--- src/adc_readout_map.svh ---
`ifndef ADC_READOUT_MAP_SVH
`define ADC_READOUT_MAP_SVH

`define ADC_RES_BITS 12
`define ADC_SHORT_BITS 8
`define ADC_CLK_MHZ 250
`define ADC_APERTURE_NS 20
`define ADC_ACQUIRE_NS 1000

`define ADC_MSB_CODE 12'h800
`define ADC_OE_NONE 12'h000
`define ADC_OE_ALL 12'hFFF
`define ADC_OE_UPPER_BYTE 12'hFF0
`define ADC_OE_LOW_BYTE 12'h0FF

`define ADC_REG_CTRL 12'h000
`define ADC_REG_STATUS 12'h004
`define ADC_REG_RESULT 12'h008
`define ADC_REG_COUNT 12'h00C

`define ADC_CTRL_BIPOLAR 0
`define ADC_CTRL_STANDALONE 1
`define ADC_CTRL_RESET 2'h0

`define ADC_STAT_BUSY 0
`define ADC_STAT_SHORT 1
`define ADC_STAT_DATA_AVAIL 2

`endif

--- src/adc_readout_pkg.sv ---
package adc_readout_pkg;

  typedef enum logic [1:0] {
    ST_IDLE,
    ST_APERTURE,
    ST_CONVERT,
    ST_ACQUIRE
  } conv_state_t;

endpackage : adc_readout_pkg

--- src/adc_conversion_readout_port.sv ---
// Operation
// - Single-word format drives all result bits 11..0
// - Byte format: low byte (bits 7..0) only when address high
// - Read/convert high reads, low starts conversion
// - Stand-alone: a read/convert fall while idle starts conversion
// - Busy flag high throughout a conversion
// - Busy flag falls at end of acquisition, 250 clocks after result is readable
// - Format input: low two bytes, high one word
// - Full conversion gives all 4096 monotonic codes
// - Bipolar results are offset binary codes
// - All-ones code only at top of range
// - Sample taken fixed delay after start edge
// - Address low full cycle, high short cycle
// - Byte format: upper byte (bits 11..4) only when address low
// - Byte format, address high: middle nibble zero
`timescale 1ns/1ps
`include "adc_readout_map.svh"
module adc_conversion_readout_port (
  input wire logic pclk,
  input wire logic presetn,
  input wire logic psel,
  input wire logic penable,
  input wire logic pwrite,
  input wire logic [11:0] paddr,
  input wire logic [31:0] pwdata,
  output logic [31:0] prdata,
  output logic pready,
  output logic pslverr,
  input wire logic chip_enable,
  input wire logic chip_select_n,
  input wire logic read_convert,
  input wire logic fmt_single_word,
  input wire logic byte_address_short_cycle,
  input wire logic [11:0] analog_level,
  output logic [3:0] low_nibble_pins,
  output logic [3:0] low_nibble_oe,
  output logic [3:0] middle_nibble_pins,
  output logic [3:0] middle_nibble_oe,
  output logic [3:0] high_nibble_pins,
  output logic [3:0] high_nibble_oe,
  output logic conversion_busy_flag
);

  localparam int RES = `ADC_RES_BITS;
  localparam int APERTURE_CYCLES = (`ADC_APERTURE_NS * `ADC_CLK_MHZ + 999) / 1000;
  localparam int ACQUIRE_CYCLES = (`ADC_ACQUIRE_NS * `ADC_CLK_MHZ + 999) / 1000;
  localparam int FULL_CONV_CYCLES = RES + 1;

  adc_readout_pkg::conv_state_t state;
  logic [9:0] phase_cnt;
  logic ce_s;
  logic cs_n_s;
  logic rc_s;
  logic fmt_s;
  logic a0_s;
  logic [RES-1:0] level_s;
  logic rc_prev;
  logic convert_prev;
  logic convert_sel;
  logic read_sel;
  logic start_req;
  logic data_avail;
  logic sar_start;
  logic sar_running;
  logic sar_done;
  logic [RES-1:0] sar_code;
  logic [RES-1:0] sample_code;
  logic [RES-1:0] result;
  logic short_latched;
  logic [1:0] ctrl;
  logic [15:0] conv_count;
  logic [RES-1:0] data_q;
  logic [RES-1:0] oe_q;
  logic [RES-1:0] next_data;
  logic [RES-1:0] next_oe;
  logic apb_access;
  logic addr_hit;
  logic [31:0] read_word;

  pin_sync #(
    .WIDTH(RES + 5)
  ) u_pin_sync (
    .clk(pclk),
    .rst_n(presetn),
    .async_in({chip_enable, chip_select_n, read_convert, fmt_single_word,
               byte_address_short_cycle, analog_level}),
    .sync_out({ce_s, cs_n_s, rc_s, fmt_s, a0_s, level_s})
  );

  // Front end delivers two's complement when bipolar
  assign sample_code = ctrl[`ADC_CTRL_BIPOLAR] ? (level_s ^ `ADC_MSB_CODE) : level_s;

  assign convert_sel = ce_s & ~cs_n_s & ~rc_s;
  assign start_req = ctrl[`ADC_CTRL_STANDALONE] ? (rc_prev & ~rc_s)
                                                : (convert_sel & ~convert_prev);
  assign read_sel = ce_s & ~cs_n_s & rc_s;
  // Output buffers stay shut from start until the SAR has finished
  assign data_avail = (state == adc_readout_pkg::ST_IDLE) ||
                      (state == adc_readout_pkg::ST_ACQUIRE);
  assign sar_start = (state == adc_readout_pkg::ST_APERTURE) &&
                     (phase_cnt == 10'(APERTURE_CYCLES - 1));

  always_ff @(posedge pclk or negedge presetn) begin
    if (!presetn) begin
      rc_prev <= 1'b0;
      convert_prev <= 1'b0;
    end else begin
      rc_prev <= rc_s;
      convert_prev <= convert_sel;
    end
  end

  sar_engine #(
    .WIDTH(RES),
    .SHORT_WIDTH(`ADC_SHORT_BITS)
  ) u_sar (
    .clk(pclk),
    .rst_n(presetn),
    .start(sar_start),
    .short_cycle(short_latched),
    .sample(sample_code),
    .running(sar_running),
    .done(sar_done),
    .code(sar_code)
  );

  // Conversion sequencer
  always_ff @(posedge pclk or negedge presetn) begin
    if (!presetn) begin
      state <= adc_readout_pkg::ST_IDLE;
      phase_cnt <= '0;
      short_latched <= 1'b0;
    end else begin
      case (state)
        adc_readout_pkg::ST_IDLE: begin
          if (start_req) begin
            state <= adc_readout_pkg::ST_APERTURE;
            phase_cnt <= '0;
            short_latched <= a0_s;
          end
        end
        adc_readout_pkg::ST_APERTURE: begin
          if (sar_start) begin
            state <= adc_readout_pkg::ST_CONVERT;
          end else begin
            phase_cnt <= phase_cnt + 10'd1;
          end
        end
        adc_readout_pkg::ST_CONVERT: begin
          if (sar_done) begin
            state <= adc_readout_pkg::ST_ACQUIRE;
            phase_cnt <= '0;
          end
        end
        adc_readout_pkg::ST_ACQUIRE: begin
          // Start requests here are dropped, not queued
          if (phase_cnt == 10'(ACQUIRE_CYCLES - 1)) begin
            state <= adc_readout_pkg::ST_IDLE;
          end else begin
            phase_cnt <= phase_cnt + 10'd1;
          end
        end
        default: begin
          state <= adc_readout_pkg::ST_IDLE;
        end
      endcase
    end
  end

  always_ff @(posedge pclk or negedge presetn) begin
    if (!presetn) begin
      conversion_busy_flag <= 1'b0;
    end else if ((state == adc_readout_pkg::ST_IDLE) && start_req) begin
      conversion_busy_flag <= 1'b1;
    end else if ((state == adc_readout_pkg::ST_ACQUIRE) &&
                 (phase_cnt == 10'(ACQUIRE_CYCLES - 1))) begin
      conversion_busy_flag <= 1'b0;
    end
  end

  always_ff @(posedge pclk or negedge presetn) begin
    if (!presetn) begin
      result <= '0;
      conv_count <= '0;
    end else if (sar_done) begin
      result <= sar_code;
      conv_count <= conv_count + 16'd1;
    end
  end

  // Three-state data pins, one enable per pin
  always_comb begin
    next_data = '0;
    next_oe = `ADC_OE_NONE;
    if (read_sel && data_avail) begin
      if (fmt_s) begin
        next_data = result;
        next_oe = `ADC_OE_ALL;
      end else if (!a0_s) begin
        next_data = {result[11:4], 4'h0};
        next_oe = `ADC_OE_UPPER_BYTE;
      end else begin
        next_data = {8'h00, result[3:0]};
        next_oe = `ADC_OE_LOW_BYTE;
      end
    end
  end

  always_ff @(posedge pclk or negedge presetn) begin
    if (!presetn) begin
      data_q <= '0;
      oe_q <= `ADC_OE_NONE;
    end else begin
      data_q <= next_data;
      oe_q <= next_oe;
    end
  end

  assign low_nibble_pins = data_q[3:0];
  assign middle_nibble_pins = data_q[7:4];
  assign high_nibble_pins = data_q[11:8];
  assign low_nibble_oe = oe_q[3:0];
  assign middle_nibble_oe = oe_q[7:4];
  assign high_nibble_oe = oe_q[11:8];

  // APB slave, one wait state so read data comes from a flop
  assign apb_access = psel & penable;

  always_comb begin
    addr_hit = 1'b1;
    read_word = '0;
    case (paddr)
      `ADC_REG_CTRL: begin
        read_word[1:0] = ctrl;
      end
      `ADC_REG_STATUS: begin
        read_word[`ADC_STAT_BUSY] = conversion_busy_flag;
        read_word[`ADC_STAT_SHORT] = short_latched;
        read_word[`ADC_STAT_DATA_AVAIL] = data_avail;
      end
      `ADC_REG_RESULT: begin
        read_word[RES-1:0] = result;
      end
      `ADC_REG_COUNT: begin
        read_word[15:0] = conv_count;
      end
      default: begin
        addr_hit = 1'b0;
      end
    endcase
  end

  always_ff @(posedge pclk or negedge presetn) begin
    if (!presetn) begin
      pready <= 1'b0;
      pslverr <= 1'b0;
      prdata <= '0;
    end else if (apb_access && !pready) begin
      pready <= 1'b1;
      pslverr <= ~addr_hit;
      prdata <= pwrite ? 32'h0000_0000 : read_word;
    end else begin
      pready <= 1'b0;
      pslverr <= 1'b0;
    end
  end

  // Bipolar mode is applied at the sampling moment, so a change during the aperture hits the current conversion
  always_ff @(posedge pclk or negedge presetn) begin
    if (!presetn) begin
      ctrl <= `ADC_CTRL_RESET;
    end else if (apb_access && pready && pwrite && (paddr == `ADC_REG_CTRL)) begin
      ctrl <= pwdata[1:0];
    end
  end

  property p_busy_in_conversion;
    @(posedge pclk) disable iff (!presetn)
      (state != adc_readout_pkg::ST_IDLE) |-> conversion_busy_flag;
  endproperty
  a_busy_in_conversion: assert property (p_busy_in_conversion)
    else $error("busy flag low during conversion");

  property p_busy_falls_after_acquire;
    @(posedge pclk) disable iff (!presetn)
      $fell(conversion_busy_flag) |-> $past(state) == adc_readout_pkg::ST_ACQUIRE &&
                                     state == adc_readout_pkg::ST_IDLE;
  endproperty
  a_busy_falls_after_acquire: assert property (p_busy_falls_after_acquire)
    else $error("busy flag fell outside acquisition end");

  property p_ignore_busy_start;
    @(posedge pclk) disable iff (!presetn)
      (state == adc_readout_pkg::ST_CONVERT && start_req && !sar_done) |=>
        state == adc_readout_pkg::ST_CONVERT;
  endproperty
  a_ignore_busy_start: assert property (p_ignore_busy_start)
    else $error("convert request restarted a busy conversion");

  property p_hiz_without_read;
    @(posedge pclk) disable iff (!presetn)
      !(read_sel && data_avail) |=> oe_q == `ADC_OE_NONE;
  endproperty
  a_hiz_without_read: assert property (p_hiz_without_read)
    else $error("data pins driven with no read selected");

  property p_single_word;
    @(posedge pclk) disable iff (!presetn)
      (read_sel && data_avail && fmt_s) |=>
        oe_q == `ADC_OE_ALL && data_q[3:0] == $past(result[3:0]) &&
        data_q == $past(result);
  endproperty
  a_single_word: assert property (p_single_word)
    else $error("single word read wrong");

  property p_upper_byte;
    @(posedge pclk) disable iff (!presetn)
      (read_sel && data_avail && !fmt_s && !a0_s) |=>
        oe_q == `ADC_OE_UPPER_BYTE && data_q[11:4] == $past(result[11:4]);
  endproperty
  a_upper_byte: assert property (p_upper_byte)
    else $error("upper byte read wrong");

  property p_low_byte;
    @(posedge pclk) disable iff (!presetn)
      (read_sel && data_avail && !fmt_s && a0_s) |=>
        oe_q == `ADC_OE_LOW_BYTE && data_q[7:4] == 4'h0 &&
        data_q[3:0] == $past(result[3:0]);
  endproperty
  a_low_byte: assert property (p_low_byte)
    else $error("low byte read wrong");

  property p_aperture_delay;
    @(posedge pclk) disable iff (!presetn)
      $rose(state == adc_readout_pkg::ST_APERTURE) |->
        ##APERTURE_CYCLES state == adc_readout_pkg::ST_CONVERT;
  endproperty
  a_aperture_delay: assert property (p_aperture_delay)
    else $error("sample not taken at aperture delay");

  property p_standalone_start;
    @(posedge pclk) disable iff (!presetn)
      (ctrl[`ADC_CTRL_STANDALONE] && rc_prev && !rc_s &&
       state == adc_readout_pkg::ST_IDLE) |=>
        state == adc_readout_pkg::ST_APERTURE && conversion_busy_flag;
  endproperty
  a_standalone_start: assert property (p_standalone_start)
    else $error("falling read/convert did not start conversion");

  property p_full_code;
    @(posedge pclk) disable iff (!presetn)
      (sar_start && !short_latched) |->
        ##FULL_CONV_CYCLES sar_done ##1 result == $past(sample_code, FULL_CONV_CYCLES + 1);
  endproperty
  a_full_code: assert property (p_full_code)
    else $error("full conversion result mismatch");

  c_full_conv: cover property (@(posedge pclk) disable iff (!presetn)
    sar_done && !short_latched);
  c_short_conv: cover property (@(posedge pclk) disable iff (!presetn)
    sar_done && short_latched);
  c_low_byte_read: cover property (@(posedge pclk) disable iff (!presetn)
    oe_q == `ADC_OE_LOW_BYTE);
  c_start_while_busy: cover property (@(posedge pclk) disable iff (!presetn)
    start_req && state != adc_readout_pkg::ST_IDLE);

endmodule : adc_conversion_readout_port

--- src/pin_sync.sv ---
`timescale 1ns/1ps
module pin_sync #(
  parameter int WIDTH = 1
) (
  input wire logic clk,
  input wire logic rst_n,
  input wire logic [WIDTH-1:0] async_in,
  output logic [WIDTH-1:0] sync_out
);

  logic [WIDTH-1:0] stage1;

  // First stage feeds only the second
  always_ff @(posedge clk or negedge rst_n) begin
    if (!rst_n) begin
      stage1 <= '0;
      sync_out <= '0;
    end else begin
      stage1 <= async_in;
      sync_out <= stage1;
    end
  end

endmodule : pin_sync

--- src/sar_engine.sv ---
`timescale 1ns/1ps
module sar_engine #(
  parameter int WIDTH = 12,
  parameter int SHORT_WIDTH = 8
) (
  input wire logic clk,
  input wire logic rst_n,
  input wire logic start,
  input wire logic short_cycle,
  input wire logic [WIDTH-1:0] sample,
  output logic running,
  output logic done,
  output logic [WIDTH-1:0] code
);

  localparam logic [WIDTH-1:0] FIRST_BIT = WIDTH'(1) << (WIDTH - 1);
  localparam logic [WIDTH-1:0] SHORT_LAST = WIDTH'(1) << (WIDTH - SHORT_WIDTH);
  localparam logic [WIDTH-1:0] FULL_LAST = WIDTH'(1);

  logic [WIDTH-1:0] bit_mask;
  logic [WIDTH-1:0] last_mask;
  logic [WIDTH-1:0] trial;
  logic [WIDTH-1:0] held;

  assign trial = code | bit_mask;

  // One bit decided per clock, MSB first
  always_ff @(posedge clk or negedge rst_n) begin
    if (!rst_n) begin
      running <= 1'b0;
      done <= 1'b0;
      code <= '0;
      bit_mask <= '0;
      last_mask <= '0;
      held <= '0;
    end else begin
      done <= 1'b0;
      if (start) begin
        running <= 1'b1;
        code <= '0;
        bit_mask <= FIRST_BIT;
        // Input frozen at start so later moves cannot leak into low bits
        held <= sample;
        last_mask <= short_cycle ? SHORT_LAST : FULL_LAST;
      end else if (running) begin
        // Keep bit while trial stays at or under the held input
        if (trial <= held) begin
          code <= trial;
        end
        if (bit_mask == last_mask) begin
          running <= 1'b0;
          done <= 1'b1;
        end else begin
          bit_mask <= bit_mask >> 1;
        end
      end
    end
  end

endmodule : sar_engine

--- config.mk ---
export PLATFORM = sky130hd
export DESIGN_NAME = adc_conversion_readout_port
export DESIGN_NICKNAME = d
export VERILOG_FILES = /design/src/adc_readout_pkg.sv /design/src/adc_conversion_readout_port.sv /design/src/pin_sync.sv /design/src/sar_engine.sv
export VERILOG_INCLUDE_DIRS = /design/src
export SDC_FILE = /design/constraint.sdc
export NUM_CORES = 1
export LEC_CHECK = 0
export BUFFER_PORTS_ARGS = -buffer_cell sky130_fd_sc_hd__buf_2
export CAP_MARGIN = 15
export CORE_AREA = 5 5 142 117
export DETAILED_ROUTE_END_ITERATION = 7
export DIE_AREA = 0 0 147 122
export GPL_TIMING_DRIVEN = 0
export HOLD_SLACK_MARGIN = 0.02
export PLACE_DENSITY = 0.7
export SYNTH_ARGS = -nofsm -noshare
export SYNTH_HDL_FRONTEND = slang
export SYNTH_SLANG_ARGS = --single-unit
--- constraint.sdc ---
create_clock -name pclk -period 6.7 [get_ports pclk]
set_clock_uncertainty 0.15 [all_clocks]
set_input_delay 0.335 -clock pclk [delete_from_list [all_inputs] [get_ports pclk]]
set_output_delay 0.335 -clock pclk [all_outputs]
set_load 0.02 [all_outputs]
==> reports/summary.md <==
The run finished with clean final reports. STA puts the critical path data required time at 6.86 ns. The run gives 0 as the total congestion overflow.

In the synthesized netlist the async set-or-reset flop fraction comes to 100.0%. The synthesized netlist devotes 11.30% of its cell area to compound gates. Adding up every negative setup slack in the final design gives 0 ns. TritonCTS built the clock tree. The data arrival time of the critical path was 2.85 ns.

In this run, CTS created clock tree buffers numbering 17. In this run the cell area of the synthesized design comes to 6566 um^2. Broken down by cell family, the worst path's largest delay share belongs to compound AO/OA/AOI/OAI gates. The tools report the initial core utilization as 43.10%.

The share of the Yosys chip area taken by registers is 58.31%. The most used flip-flop cell after synthesis is dfrtp_1. The analysis attributes to cell leakage a power of 4.078 nW.

The maximum clock frequency was 372.0 MHz; the critical-path maximum fanout was 9. The worst path needs 2.688 ns of the cycle, external delays included. The number of global-route vias before repair was 4499. Yosys instantiated no cell more often than dfrtp_1.

At the end of the flow, the number of nets in the layout was 794. The run gives 44.12% as the worst slew margin relative to its limit. The run gives 4.012 ns as the post-layout worst setup margin. The detail route stage leaves a number of antenna-violating nets equal to 0. For the final cell count without fillers, the log shows 914.

The initial antenna violation count was 0; the adder-cell area share of the yosys netlist was 3.811%. In the post-synthesis netlist, the biggest area contributors are dfrtp_1, nand2_1, ha_1, mux2_2, buf_4. Part of the cycle the worst path needs: 40.13%. The tightest min-delay check is of the in -> reg type. The critical path is of the reg -> reg type.

The portion of synthesized area spent on multiplexers is 3.830%. The count of flip-flops with a built-in enable after synthesis works out to 0. The slowest stage of the critical path is the dfrtp_1 cell. The first detailed-routing pass ran for 4 iterations. The final layout contains routed wiring with a total length of 13.07 mm. Setup repair after global routing left no endpoint under its margin. In this run, synthesis produced a sequential element count of 153. Entering global routing, the biggest net connects 93 pins. The tool flagged a number of max-cap violations equal to 0. Setup violations remaining at the end of the flow were counted as 0. The floorplan has 41 rows. Main combinational cell family by area after synthesis: simple AND/OR/NAND/NOR gates. CTS placed an instance of clkbuf_16 at the clock tree root.

The first global-routing pass estimated 22.37 mm of wire. Ranked by instance count, the synthesized netlist is headed by dfrtp_1, nand2_1, nor2_1. The share of the synthesized area in the top cell type came out at 58.31%. The number of antenna repair diodes was 0.

Dividing total power by cell area gives a power density of 291.5 nW/um^2. The filler cells instantiated in the layout total 1307. For this block, the via count after detailed routing is 4503. Of the cells placed in the final design, the portion with a size suffix greater than 1 is 26.21%.

VDD sags by at most 0.1632 mV. The detail-routed net length per standard cell works out to 14.30 um. STA classifies the critical path startpoint as a register. Synthesis produced a netlist whose cell count is 574. Summing the areas of all xor and xnor instances in the mapped netlist gives 2.401% of the synthesized area. 125 I/O pins were placed. Counting along the longest clock path gives a buffer depth of 2. The die covers 17930 um^2. The overall fraction of global-route tracks in use is 15.64%, and the number of distinct library cell variants in the gate-level netlist after synthesis is 63.

Counting tap cells, the placed design contains a total of 860 instances. Counting every sink on the clock net gives 153. Clock-pin slew was measured on the worst setup and hold paths at 0.06 ns. For the worst-skew pair, the clock arrives at the later sink with an insertion delay of 0.42 ns. Port buffering added 77 buffers. The number of design rule violations left after detail routing came out at 0. STA classifies the critical path endpoint as a register. After synthesis, the mean cell area works out to 11.44 um^2. The run gives 2.350 mW as the total power.

The logs give 0 for the final count of hold timing violations and 0 for the post-cts resize count. The final max-slew violation count is 0, and the basic-gate share of the synthesized area counting and, or, nand and nor cells is 14.73%. From synthesis to final layout, the design area changed by 22.73%. The worst stage delay on the critical path is 0.42 ns.

At the pin with the least slew margin, the transition time is 0.8382 ns. Summed over all nets, the half-perimeter wirelength after detailed placement is 9.348 mm. The count of H-tree levels built during CTS was 4. Yosys printed 0 warnings.

The via density per instance was 4.927; the height of the die was 122 um. The total buffers and inverters traversed by the critical path was 1. Traced cell by cell, the critical path runs through or2_2 > ha_1 > nand4_1 > nor2_1 > a211o_1 > clkbuf_1 > o21bai_1 > o211a_1. The global placer's final weighted congestion was 0.8274; the width of the die was 147 um. The first routing iteration left 190 violations.

The run gives 0.1234 ns as the hold slack. The cell accounting for the most synthesized area is dfrtp_1. After floorplanning, the core was sized to cover 15240 um^2. For the setup slack after placement, the log shows 4.062 ns.
==> metal layers <==
layer  routed length, um  GRT usage (%)  vias up  part of all wire, %
met5                   0              0        -                    0
met2                5999          24.03      117                   46
li1                    -              -     2203                    -
met3                 779          4.723       11                  6.0
met1                6145          21.28     2172                   47
met4                 143          5.413        0                  1.1
==> worst min-delay path: stages <==
cell and delay, ns:
buf_2 0.10, nor4_4 0.05, nand2_1 0.09, o21ai_1 0.08
==> cells in the final DEF, fill, tap and decap left out, types with 17 or more instances in the layout <==
cell | synthesis | routed
buf_4 | 25 | 25
dlygate4sd3_1 | 0 | 22
nand2_1 | 69 | 69
ha_1 | 20 | 20
clkbuf_16 | 0 | 17
a21oi_1 | 19 | 19
inv_1 | 22 | 22
o21ai_0 | 25 | 25
o21ai_1 | 20 | 20
mux2_2 | 17 | 17
dfrtp_1 | 153 | 153
nor2_1 | 30 | 30
buf_2 | 4 | 80
==> sequential cells by signal, indices dropped and copies added (netlist names) <==
signal,flops
u_sar.bit_mask,12
rc_prev,1
conv_count,16
result,12
u_pin_sync.stage1,17
u_sar.done,1
u_sar.code,12
pslverr,1
short_latched,1
ctrl,2
prdata,16
u_sar.running,1
phase_cnt,10
data_q,12
oe_q,3
u_pin_sync.sync_out,17
conversion_busy_flag,1
convert_prev,1
u_sar.last_mask,2
u_sar.held,12
state,2
pready,1
==> what timing repair did <==
| item | in CTS | in global routing |
|---|---|---|
| endpoints found under the setup margin | 0 | 0 |
| hold endpoints to repair | 111 | 0 |
| hold buffers | 22 | 0 |
| setup buffers | 0 | 0 |
==> path summary, 6_finish.rpt <==
check	from	end	slack [ns]	cells after the start
worst min-delay path	paddr[10]	prdata[1]	0.12	4
worst min register to register	u_pin_sync.stage1[2]	u_pin_sync.sync_out[2]	0.20	0
worst max register to register	u_sar.bit_mask[11]	u_sar.code[9]	4.01	8
min in group asynchronous	presetn	oe_q[3]	0.42	2
max in group asynchronous	presetn	u_sar.code[7]	5.21	3
worst max-delay path	u_sar.bit_mask[11]	u_sar.code[9]	4.01	8
==> power breakdown <==
part | leakage, nW | switching, mW | internal [mW]
logic | 1.78 | 0.271 | 0.167
clock network | 0.260 | 0.383 | 0.516
registers | 2.04 | 0.0371 | 0.975
==> area by class of cell <==
| type | count | area (um^2) | share of cell area (%) |
|---|---|---|---|
| repair buffers | 100 | 639.4 | 7.934 |
| clock buffers | 20 | 436.7 | 5.418 |
| plain buffers | 44 | 282.8 | 3.509 |
| multi-input cells | 370 | 2429 | 30.14 |
| well taps | 193 | 241.5 | 2.996 |
| flip-flops and latches | 153 | 3829 | 47.51 |
| clock inverters | 12 | 118.9 | 1.475 |
| inverters | 22 | 82.58 | 1.025 |
==> cell families after synthesis <==
| logic type | Yosys count |
|---|---|
| buffers and inverters | 66 |
| flip-flops | 153 |
| XOR/XNOR | 18 |
| AND/OR/NAND/NOR | 188 |
| multiplexers | 23 |
| adder cells (fa/ha/maj) | 20 |
| AO/OA/AOI/OAI | 105 |
| other | 1 |
==> metrics by stage <==
stage	cell area (um^2)	utilization, %
2_1_floorplan	6623	-
3_3_place_gp	7249	47.58
3_5_place_dp	7283	47.80
4_1_cts	8059	52.89
5_1_grt	8059	52.89
6_report	8059	52.89
Power figures use the tool's default switching activity.
